**src/rpp_regs.svh**
```systemverilog
// Constants for the real power pulse datapath
`ifndef RPP_REGS_SVH
`define RPP_REGS_SVH
`define RPP_SAMPLE_HZ     900000
`define RPP_CLK_HZ        25000000
`define RPP_SAMPLE_DIV    (`RPP_CLK_HZ / `RPP_SAMPLE_HZ)
`define RPP_BW_HZ         14000
`define RPP_HPF_SHIFT     10
`define RPP_LPF_SHIFT     8
`define RPP_SLOW_THRESH   48'h0000_4000_0000
`define RPP_CAL_THRESH_HI 48'h0000_0010_0000
`define RPP_CAL_THRESH_LO 48'h0000_0080_0000
`define RPP_PULSE_LEN     16'h0100
`define RPP_GAIN_X1       2'h0
`define RPP_GAIN_X2       2'h1
`define RPP_GAIN_X8       2'h2
`define RPP_GAIN_X16      2'h3
`define RPP_SH_X1         5'h00
`define RPP_SH_X2         5'h01
`define RPP_SH_X8         5'h03
`define RPP_SH_X16        5'h04
`endif

```
**src/rpp_pkg.sv**
```systemverilog
// Types for the real power pulse datapath
package rpp_pkg;
    typedef enum logic [1:0]
    {
        RPP_PHASE_A = 2'b01,
        RPP_PHASE_B = 2'b10
    } rpp_phase_t;
endpackage

```
**src/rpp_fifo.sv**
```systemverilog
// Small synchronous FIFO with valid/ready on both sides
`timescale 1ns/1ps
module rpp_fifo
#(
    parameter int WIDTH = 32,
    parameter int DEPTH = 8
)
(
    input  wire logic             clk_i,
    input  wire logic             rst_i,
    input  wire logic [WIDTH-1:0] in_data_i,
    input  wire logic             in_valid_i,
    output logic                  in_ready_o,
    output logic      [WIDTH-1:0] out_data_o,
    output logic                  out_valid_o,
    input  wire logic             out_ready_i
);
    localparam int AW = $clog2(DEPTH);
    logic [WIDTH-1:0] mem [DEPTH];
    logic [AW-1:0]    wr_ptr;
    logic [AW-1:0]    rd_ptr;
    logic [AW:0]      count;
    logic [AW-1:0]    next_wr_ptr;
    logic [AW-1:0]    next_rd_ptr;
    logic [AW:0]      next_count;
    logic             do_wr;
    logic             do_rd;

    // Read data is registered; out_valid tracks a non-empty store
    always_comb
    begin
        do_wr = in_valid_i && (count != DEPTH[AW:0]);
        do_rd = out_ready_i && (count != '0);
        next_wr_ptr = do_wr ? wr_ptr + 1'b1 : wr_ptr;
        next_rd_ptr = do_rd ? rd_ptr + 1'b1 : rd_ptr;
        next_count = count + {{AW{1'b0}}, do_wr} - {{AW{1'b0}}, do_rd};
    end

    always_ff @(posedge clk_i or posedge rst_i)
    begin
        if (rst_i)
        begin
            wr_ptr <= '0;
            rd_ptr <= '0;
            count <= '0;
            in_ready_o <= 1'b1;
            out_valid_o <= 1'b0;
            out_data_o <= '0;
        end
        else
        begin
            wr_ptr <= next_wr_ptr;
            rd_ptr <= next_rd_ptr;
            count <= next_count;
            in_ready_o <= (next_count != DEPTH[AW:0]);
            out_valid_o <= (next_count != '0);
            out_data_o <= (do_wr && (next_count == 1)) ? in_data_i : mem[next_rd_ptr];
        end
    end

    // Storage has no reset; pointers, count and output registers carry the reset state
    always_ff @(posedge clk_i)
    begin
        if (do_wr)
            mem[wr_ptr] <= in_data_i;
    end
endmodule

```
**src/rpp_datapath.sv**
```systemverilog
// Real power datapath: dc removal, multiply, low-pass and pulse outputs
// Summary of operation
// - Two 16-bit sample streams from the modulators arrive at a 900 kHz rate into the path.
// - Current samples pass a high-pass filter that removes their dc before multiplying.
// - Instantaneous power is the product of filtered current and voltage each sample.
// - A low-pass filter on the product extracts real power, the dc term.
// - Slow pulses come from accumulating real power over long intervals.
// - The calibration pulse uses a far smaller threshold so it runs much faster.
// - Both slow outputs are registered logic levels, antiphase for a stepper motor.
// - The sample rate keeps the input bandwidth at 14 kHz or more.
// - Two gain selects choose current gain 1, 2, 8 or 16.
// - The calibration rate select picks the scaling of the calibration threshold.
// - The negative power flag follows power sign, updated only on calibration pulses.
// - Reset clears every accumulator and filter register; slow output A resets high in phase A.
`timescale 1ns/1ps
`include "rpp_regs.svh"
module rpp_datapath
    import rpp_pkg::*;
#(
    parameter int SW     = 16,
    parameter int FDEPTH = 8
)
(
    input  wire logic          clk_i,
    input  wire logic          rst_i,
    input  wire logic [SW-1:0] cur_sample_i,
    input  wire logic [SW-1:0] volt_sample_i,
    input  wire logic          sample_valid_i,
    output logic               sample_ready_o,
    input  wire logic          gain_select_hi_i,
    input  wire logic          gain_select_lo_i,
    input  wire logic          calib_rate_select_i,
    output logic               slow_pulse_out_a_o,
    output logic               slow_pulse_out_b_o,
    output logic               calib_pulse_out_o,
    output logic               negative_power_flag_o
);
    localparam int PW = 2 * SW + 8;
    localparam int AW = 48;

    // Sample pair buffered so the datapath consumes at its own 27-clock sample tick pace
    logic [2*SW-1:0] f_data;
    logic            f_valid;
    logic            f_ready;
    logic            take;

    rpp_fifo #(.WIDTH(2 * SW), .DEPTH(FDEPTH)) u_fifo
    (
        .clk_i       (clk_i),
        .rst_i       (rst_i),
        .in_data_i   ({cur_sample_i, volt_sample_i}),
        .in_valid_i  (sample_valid_i),
        .in_ready_o  (sample_ready_o),
        .out_data_o  (f_data),
        .out_valid_o (f_valid),
        .out_ready_i (f_ready)
    );

    // Sample tick paces consumption once every 27 clocks, about 926 kHz
    logic [7:0] tick_cnt;
    logic [7:0] next_tick_cnt;
    logic       tick;
    always_comb
    begin
        tick = (tick_cnt == 8'(`RPP_SAMPLE_DIV - 1));
        next_tick_cnt = tick ? 8'h00 : tick_cnt + 8'h01;
        f_ready = tick;
        take = tick && f_valid;
    end
    always_ff @(posedge clk_i or posedge rst_i)
    begin
        if (rst_i)
            tick_cnt <= 8'h00;
        else
            tick_cnt <= next_tick_cnt;
    end

    // Gain decode is a pure shift; gains are powers of two
    function automatic logic [4:0] gain_shift(input logic [1:0] sel);
        case (sel)
            `RPP_GAIN_X1:  gain_shift = `RPP_SH_X1;
            `RPP_GAIN_X2:  gain_shift = `RPP_SH_X2;
            `RPP_GAIN_X8:  gain_shift = `RPP_SH_X8;
            `RPP_GAIN_X16: gain_shift = `RPP_SH_X16;
            default:       gain_shift = `RPP_SH_X1;
        endcase
    endfunction

    // Filter and multiply state
    logic signed [SW+15:0] hpf_avg;
    logic signed [SW+15:0] next_hpf_avg;
    logic signed [SW+4:0]  cur_g;
    logic signed [SW+4:0]  cur_hp;
    logic signed [SW+4:0]  next_cur_hp;
    logic signed [SW-1:0]  volt_d;
    logic signed [SW-1:0]  next_volt_d;
    logic                  hp_vld;
    logic                  next_hp_vld;
    logic signed [PW-1:0]  prod;
    logic signed [PW-1:0]  next_prod;
    logic                  prod_vld;
    logic                  next_prod_vld;
    logic signed [PW+7:0]  lpf;
    logic signed [PW+7:0]  next_lpf;
    logic                  pwr_vld;
    logic                  next_pwr_vld;
    logic signed [PW-1:0]  power;

    always_comb
    begin
        // Gain applied before dc removal so the offset estimate scales with it
        cur_g = (SW + 5)'(signed'(f_data[2*SW-1:SW])) <<< gain_shift({gain_select_hi_i,
                                                                  gain_select_lo_i});
        next_hpf_avg = hpf_avg;
        next_cur_hp = cur_hp;
        next_volt_d = volt_d;
        next_hp_vld = take;
        if (take)
        begin
            // Leaky average tracks dc; subtracting it is a first-order high-pass
            next_cur_hp = (SW + 5)'(cur_g - (SW + 5)'(hpf_avg >>> `RPP_HPF_SHIFT));
            next_hpf_avg = hpf_avg + (SW + 16)'(cur_g) - (SW + 16)'(hpf_avg >>> `RPP_HPF_SHIFT);
            next_volt_d = signed'(f_data[SW-1:0]);
        end
        next_prod_vld = hp_vld;
        next_prod = hp_vld ? PW'(cur_hp * volt_d) : prod;
        next_pwr_vld = prod_vld;
        next_lpf = lpf;
        if (prod_vld)
            next_lpf = lpf + (PW + 8)'(prod) - (lpf >>> `RPP_LPF_SHIFT);
        power = PW'(lpf >>> `RPP_LPF_SHIFT);
    end

    always_ff @(posedge clk_i or posedge rst_i)
    begin
        if (rst_i)
        begin
            hpf_avg <= '0;
            cur_hp <= '0;
            volt_d <= '0;
            hp_vld <= 1'b0;
            prod <= '0;
            prod_vld <= 1'b0;
            lpf <= '0;
            pwr_vld <= 1'b0;
        end
        else
        begin
            hpf_avg <= next_hpf_avg;
            cur_hp <= next_cur_hp;
            volt_d <= next_volt_d;
            hp_vld <= next_hp_vld;
            prod <= next_prod;
            prod_vld <= next_prod_vld;
            lpf <= next_lpf;
            pwr_vld <= next_pwr_vld;
        end
    end

    // Energy accumulation; magnitude is integrated, sign goes to the flag
    logic [AW-1:0]    mag;
    logic [AW-1:0]    slow_acc;
    logic [AW-1:0]    next_slow_acc;
    logic [AW-1:0]    cal_acc;
    logic [AW-1:0]    next_cal_acc;
    logic [AW-1:0]    cal_thr;
    logic             slow_hit;
    logic             cal_hit;
    logic             neg;
    logic             next_neg;
    logic             cal_out;
    logic             next_cal_out;
    logic [15:0]      cal_len;
    logic [15:0]      next_cal_len;
    rpp_phase_t       phase;
    rpp_phase_t       next_phase;
    logic             slow_a;
    logic             next_slow_a;
    logic             slow_b;
    logic             next_slow_b;

    always_comb
    begin
        mag = AW'(power[PW-1] ? -power : power);
        cal_thr = calib_rate_select_i ? `RPP_CAL_THRESH_HI : `RPP_CAL_THRESH_LO;
        next_slow_acc = slow_acc;
        next_cal_acc = cal_acc;
        slow_hit = 1'b0;
        cal_hit = 1'b0;
        if (pwr_vld)
        begin
            next_slow_acc = slow_acc + mag;
            next_cal_acc = cal_acc + mag;
            if (next_slow_acc >= `RPP_SLOW_THRESH)
            begin
                slow_hit = 1'b1;
                next_slow_acc = next_slow_acc - `RPP_SLOW_THRESH;
            end
            if (next_cal_acc >= cal_thr)
            begin
                cal_hit = 1'b1;
                next_cal_acc = next_cal_acc - cal_thr;
            end
        end
        next_neg = cal_hit ? power[PW-1] : neg;
        next_cal_len = cal_len;
        next_cal_out = cal_out;
        if (cal_hit)
        begin
            next_cal_out = 1'b1;
            next_cal_len = `RPP_PULSE_LEN;
        end
        else if (cal_len != 16'h0000)
            next_cal_len = cal_len - 16'h0001;
        else
            next_cal_out = 1'b0;
        // Each slow pulse steps the two-phase pattern; outputs never overlap high
        next_phase = phase;
        if (slow_hit)
        begin
            case (phase)
                RPP_PHASE_A: next_phase = RPP_PHASE_B;
                RPP_PHASE_B: next_phase = RPP_PHASE_A;
                default:     next_phase = RPP_PHASE_A;
            endcase
        end
        next_slow_a = (next_phase == RPP_PHASE_A);
        next_slow_b = (next_phase == RPP_PHASE_B);
    end

    always_ff @(posedge clk_i or posedge rst_i)
    begin
        if (rst_i)
        begin
            slow_acc <= '0;
            cal_acc <= '0;
            neg <= 1'b0;
            cal_out <= 1'b0;
            cal_len <= 16'h0000;
            phase <= RPP_PHASE_A;
            slow_a <= 1'b1;
            slow_b <= 1'b0;
        end
        else
        begin
            slow_acc <= next_slow_acc;
            cal_acc <= next_cal_acc;
            neg <= next_neg;
            cal_out <= next_cal_out;
            cal_len <= next_cal_len;
            phase <= next_phase;
            slow_a <= next_slow_a;
            slow_b <= next_slow_b;
        end
    end

    // Registered outputs
    always_comb
    begin
        slow_pulse_out_a_o = slow_a;
        slow_pulse_out_b_o = slow_b;
        calib_pulse_out_o = cal_out;
        negative_power_flag_o = neg;
    end

    // Checks
    sample_rate_a: assert property (@(posedge clk_i) disable iff (rst_i)
        tick |-> ##1 !tick [*8]) else $error("Sample tick too frequent");
    bw_ok_a: assert property (@(posedge clk_i) disable iff (rst_i)
        `RPP_SAMPLE_HZ >= 2 * `RPP_BW_HZ) else $error("Bandwidth short");
    prod_mul_a: assert property (@(posedge clk_i) disable iff (rst_i)
        hp_vld |=> prod == PW'($past(cur_hp) * $past(volt_d))) else $error("Bad product");
    hpf_step_a: assert property (@(posedge clk_i) disable iff (rst_i)
        !take |=> $stable(hpf_avg)) else $error("Filter moved idle");
    lpf_step_a: assert property (@(posedge clk_i) disable iff (rst_i)
        !prod_vld |=> $stable(lpf)) else $error("Low-pass moved idle");
    slow_acc_a: assert property (@(posedge clk_i) disable iff (rst_i)
        slow_acc < `RPP_SLOW_THRESH) else $error("Slow accumulator over");
    cal_acc_a: assert property (@(posedge clk_i) disable iff (rst_i)
        pwr_vld && !cal_hit |=> cal_acc == $past(cal_acc) + $past(mag))
        else $error("Cal accumulate wrong");
    slow_pulse_a: assert property (@(posedge clk_i) disable iff (rst_i)
        slow_hit |=> slow_a != $past(slow_a) && slow_b != $past(slow_b))
        else $error("Slow output did not step");
    antiphase_a: assert property (@(posedge clk_i) disable iff (rst_i)
        slow_a != slow_b) else $error("Slow outputs overlap");
    flag_hold_a: assert property (@(posedge clk_i) disable iff (rst_i)
        !cal_hit |=> $stable(neg)) else $error("Flag changed off pulse");
    flag_set_a: assert property (@(posedge clk_i) disable iff (rst_i)
        cal_hit |=> neg == $past(power[PW-1]) && cal_out) else $error("Flag not sampled");
    cal_sel_a: assert property (@(posedge clk_i) disable iff (rst_i)
        calib_rate_select_i |-> cal_thr == `RPP_CAL_THRESH_HI) else $error("Cal scale");
    gain_a: assert property (@(posedge clk_i) disable iff (rst_i)
        {gain_select_hi_i, gain_select_lo_i} == `RPP_GAIN_X16
        |-> gain_shift({gain_select_hi_i, gain_select_lo_i}) == `RPP_SH_X16)
        else $error("Gain decode");
    reset_a: assert property (@(posedge clk_i) $fell(rst_i) |-> slow_acc == '0 && lpf == '0)
        else $error("Reset did not clear");
endmodule

```
**config.mk**
```make
export PLATFORM = sky130hd
export DESIGN_NAME = rpp_datapath
export DESIGN_NICKNAME = d
export VERILOG_FILES = /design/src/rpp_pkg.sv /design/src/rpp_fifo.sv /design/src/rpp_datapath.sv
export VERILOG_INCLUDE_DIRS = /design/src
export SDC_FILE = /design/constraint.sdc
export NUM_CORES = 2
export LEC_CHECK = 0
export CORE_ASPECT_RATIO = 1.75
export CORE_UTILIZATION = 66
export CTS_CLUSTER_SIZE = 24
export DETAILED_ROUTE_END_ITERATION = 8
export DONT_BUFFER_PORTS = 1
export GPL_TIMING_DRIVEN = 0
export MAX_ROUTING_LAYER = met4
export PLACE_DENSITY = 0.79
export SYNTH_ARGS = -nofsm -noshare
export SYNTH_HDL_FRONTEND = slang
export SYNTH_SLANG_ARGS = --single-unit
```
**constraint.sdc**
```tcl
create_clock -name clk_i -period 15.4 [get_ports clk_i]
set_input_delay 4.62 -clock clk_i [delete_from_list [all_inputs] [get_ports clk_i]]
set_output_delay 4.62 -clock clk_i [all_outputs]
set_load 0.03 [all_outputs]
```
[Yosys cells after proc, flatten, opt, wreduce, memory -nomap -nowiden]
Memory sizes are Yosys's and may differ from the RTL's.
Cells that the tools add are included.
W data, S select, Z words.
Storage, ports and cells
  bits in read-only memories: 0
  memories kept: 1
  input bits: 38
  logic and storage cells: 84
  bits in writable memories: 256
  bits in latches: 0
  output and inout bits: 5
  register bits: 327
Cells by class
  multiply operators: 1
  shift operators: 1
  magnitude comparators: 2
  divide/modulo/power cells: 0
  bitwise logic cells: 0
  $add $sub $neg: 16
  eq/ne operators: 11
  multiplexer cells: 20
  reduce and logical (&&, ||, !) cells: 9
Memories
  u_fifo.mem: depth 8, width 32, read ports 1, clocked after Yosys merged registers in 0, write ports 1, RTL line rpp_fifo.sv:19  | logic [WIDTH-1:0] mem [DEPTH];
Operators with widths (count)
  $mux W48: 3
  $add A48 B48 Y48: 2
  $add A48 B37 Y48: 1
  $ge A48 B24 Y1: 1
  $ge A48 B31 Y1 const B: 1
  $neg A40 Y48: 1
  $sub A48 B24 Y48: 1
  $sub A48 B31 Y48 const B: 1
  $sub A48 B40 Y48: 1
  $mul A21 B16 Y37: 1
  $add A32 B21 Y32: 1
  $mux W16: 2
  $mux W32: 1
  $sub A32 B22 Y32: 1
  $mux W24: 1
  $sshl A16 B5 Y21: 1
  $sub A21 B21 Y21: 1
  $pmux W5 S4: 1
  $reduce_bool A16 Y1: 1
  $sub A16 B1 Y16 const B: 1
  $add A8 B1 Y8 const B: 1
  $eq A8 B5 Y1 const B: 1
  $mux W1: 8
  $mux W8: 1
  14 further kinds: 25

[Logic depth before layout (Yosys ltp)]
  depth after elaboration: 8
  mapped depth: 31
  mapped depth without buffers: 30

[Hierarchy]
Synthesis repeated with hierarchy kept, for this count alone.
Unflattened totals
  cell total of the unflattened synthesis: 5311
  area total of the unflattened synthesis: 51175.3 um2
By module, submodules not included
  rpp_datapath: sequential area each 7084.3 um2, instances 1, area each 37636.1 um2, cells an instance 4389
  rpp_fifo: sequential area each 8789.7 um2, instances 1, area each 13539.2 um2, cells an instance 922

[Worst setup path before layout]
OpenSTA, ideal clock, no wires.
  path kind: input port to flip-flop
  from: input port gain_select_lo_i
  to: register hpf_avg[29]
  buffers on the path: 1
  cell stages on the path: 20
  path slack: 6.155 ns
  required time: 15.274 ns
  setup time: 0.126 ns
  arrival: 9.119 ns
  path through: inv_1 > ha_1 > buf_1 > mux2_2 > mux4_2 > fa_1 > ha_1 > a21o_1 > a21oi_1 > o21bai_1 > a21oi_1 > o21ai_0 > or3_1 > a2111o_1 > a31oi_1 > o21ai_0 > a21o_1 > a21oi_1 > xor2_1 > mux2i_1
Between the ends
  cells in the longest elaborated chain, start to end: 5
  elaborated cells on any way between the ends: 8
  classes of those cells: add/sub: 2; eq/ne: 3; shift: 1; mux: 1; reduce/logical: 1
Ends and longest elaborated chain
  from (decl): RTL line rpp_datapath.sv:31  | input wire logic gain_select_lo_i,
  $eq A2 B2 Y1, or another cell as far along: RTL line rpp_datapath.sv:80  | case (sel)
  $pmux W5 S4 *: RTL line rpp_datapath.sv:80
  $sshl A16 B5 Y21 *: RTL line rpp_datapath.sv:112  | cur_g = (SW + 5)'(signed'(f_data[2*SW-1:SW])) <<< gain_shift({gain_select_hi_i,
  $add A32 B21 Y32 *: RTL line rpp_datapath.sv:122  | next_hpf_avg = hpf_avg + (SW + 16)'(cur_g) - (SW + 16)'(hpf_avg >>> `RPP_HPF_SHIFT);
  $sub A32 B22 Y32 *: RTL line rpp_datapath.sv:122
  to (signal assigned): RTL line rpp_datapath.sv:149  | hpf_avg <= next_hpf_avg;
  to (decl): RTL line rpp_datapath.sv:90  | logic signed [SW+15:0] hpf_avg;
Every way passes the cells marked *; elsewhere a longest branch is shown, timed or not. The select of a mux whose other input is x is not followed.
A chain may end at the register's enable or synchronous reset.

[Worst setup path after layout]
  from: input port gain_select_lo_i
  to: register hpf_avg[30]
Same word-level chain as after synthesis.

==> impl_metrics.tcl <==
set metrics [dict create \
    layout_commonest_cell "inv_1" \
    numPortBuffers 0 \
    synth_flop_cell "dfrtp_1" \
    fin_crit_sh_pct 65.45 \
    fin_crit_ns 10.08 \
    ios 43 \
    arrival_ns 10.56 \
    mostFrequentLayoutCells "688 x inv_1, 541 x nand2_1, 414 x fa_1" \
    final_core_util_pct 71.74 \
    grt_pass1_vias 41080 \
    critical_path_peak_fanout 10 \
    fin_tns_setup_ns 0 \
    cp-end-kind "flop" \
    synth_area_mm2 0.04908 \
    path_clk_slew_ns 0.08 \
    die_width_um 208.1 \
    rsz0062_at_grt "no" \
    coreArea_mm2 0.07327 \
    cp-start-kind "input pin" \
    cap_violations 0 \
    grt_pass1_wl_um 230200 \
    drtPass1Iterations 7 \
    die_y_um 362.7 \
    grt_util_all_layers_pct 42.46 \
    start_util_pct 66.98 \
    drc 0 \
    htree_num_levels 2 \
    insertion_delay_ns 0.67 \
    critPathKind "input pin to flop" \
    root_buffer "clkbuf_16" \
    nets 5803 \
    cts.sinks 583 \
    slew-limit-headroom_pct 11.84 \
    cts_resized 0 \
    fp.dieArea_mm2 0.07550 \
    overflow 0 \
    cts_tree "yes" \
    via_per_inst 6.357 \
    syn_inst 4961 \
    wl_per_cell_um 25.19 \
    grt_max_degree 123 \
    ys_types 109 \
    slew_violations 0 \
    yosysSeqAreaShare_pct 32.34 \
    antenna_found_initial 9 \
    status "complete, no violations" \
    syn_avg_cell_area_um2 9.893 \
    dp_hpwl_um 118200 \
    drt_iter0_drc 2741 \
    numCtsBuffers 55 \
    area_delta_synth_final_pct 7.100 \
    worstPathRequired_ns 15.88 \
    vias 38340 \
    fmax_mhz 99.22 \
    cts_setup_buffers 0 \
    ys_warn_count 0 \
    async_flop_share_pct 56.09 \
    worst_pin_slew_ns 1.313 \
    reg2regPathDepth 25 \
    setup_viol 0 \
    place.gp.congestion 1.080 \
    synth_edf_count 256 \
    whs_path_depth 0 \
    wirelength_um 151900 \
    drive_gt1_share_pct 6.147 \
    ys_ff_latch 583 \
    fin_skew_ns 0.02919 \
    hold_violations 0 \
    hp-class "flop to flop" \
    ant_nets 0 \
    cts_buffer_depth 3 \
    holdBufCountCts 0 \
    rows 131 \
]
[layer usage]
metal | wire [µm] | global-route usage [%]
met4 | 19640 | 45.52
met5 | 0 | -
met1 | 43520 | 34.10
met3 | 8461 | 7.601
met2 | 80310 | 76.87
[synthesized netlist by cell type, drive strengths merged (22+ instances only)]
cell,number,area share [%]
o21a,29,0.44
o21bai,31,0.47
ha,305,7.8
inv,689,5.3
clkbuf,145,1.1
o211ai,29,0.44
mux2,60,1.4
and2,146,1.9
nor2,286,2.2
mux4,68,3.1
nor3,65,0.66
nand4,47,0.63
xnor2,182,3.3
nand2b,34,0.44
o31ai,29,0.44
fa,414,17
a21o,104,1.6
nor4,22,0.35
xor2,80,1.4
a211oi,33,0.56
dfrtp,324,17
a31oi,59,0.81
nand3,80,0.82
mux2i,64,1.3
o21ai,258,2.7
nand2,541,4.1
edfxtp,256,16
or3,29,0.38
a21oi,262,2.7
buf,31,0.27
and3,45,0.58
[area by class of cell]
class / instances / area, µm²
sequential: 583 / 15870
multi-input combinational: 3524 / 30060
antenna: 8 / 20.02
timing repair buffer: 15 / 246.5
buffer: 176 / 674.4
clock inverter: 30 / 415.4
fill: 5514 / 20700
clock buffer: 73 / 1505
tap: 931 / 1165
inverter: 691 / 2601
[final timing paths]
kind	from	end	slack (ns)
setup / recovery	gain_select_lo_i	hpf_avg[30]	5.32
hold / removal	next_pwr_vld	pwr_vld	0.40
setup reg to reg	cur_hp[9]	prod[36]	6.34
hold reg to reg	next_pwr_vld	pwr_vld	0.40
max in group asynchronous	rst_i	u_fifo.out_data_o[10]	9.95
min in group asynchronous	rst_i	lpf[0]	3.90
[worst max-delay path: stages]
cell	delay (ns)
inv_1	0.02
ha_1	0.26
clkbuf_1	0.39
inv_1	0.20
buf_1	0.28
nand2_1	0.11
o21ai_0	0.12
o21ai_0	0.76
fa_1	0.56
ha_1	0.41
nand4_1	0.25
a2111oi_0	0.86
o311a_1	0.42
o211a_1	0.22
o21ai_0	0.13
a21oi_1	0.25
a41o_1	0.27
o22a_1	0.19
xnor2_1	0.12
o21ai_0	0.11
[state kept, by name, summed over array words and instances (netlist names), 4 cells and up]
signal and count:
cal_len 16, tick_cnt 8, volt_d 16, prod 37, cal_acc 48, u_fifo.mem 256
hpf_avg 32, cur_hp 21, slow_acc 48, u_fifo.count 4, lpf 48, u_fifo.out_data_o 32
[cell families (layout without fill, tap and decap cells)]
group	after synthesis	in the layout	share of synthesized area, %
and+or+nand+nor	1374	1374	13.32
AOI/OAI and AO/OA	963	963	12.51
buffers and inverters	867	985	6.659
adders and majority gates	719	719	24.66
DFF	583	583	32.35
xor gates and xnor gates	262	262	4.691
muxes	192	192	5.810
other	1	22	0.007641
[metrics by stage]
step           std cells  hold slack (ns)  area [µm²]  setup WS, ns
2_1_floorplan       4974           0.3519       49130         1.730
3_3_place_gp        5905           0.3704       50290        -2.565
3_5_place_dp        5920           0.3733       50610         5.013
4_1_cts             6023           0.3987       52530         5.606
5_1_grt             6030           0.4184       52560         4.975
6_report            6031           0.4031       52560         5.321
Power is left out: the tool's default activity adds up to more than one toggle a clock period on the data nets, which glitch-free logic cannot reach.
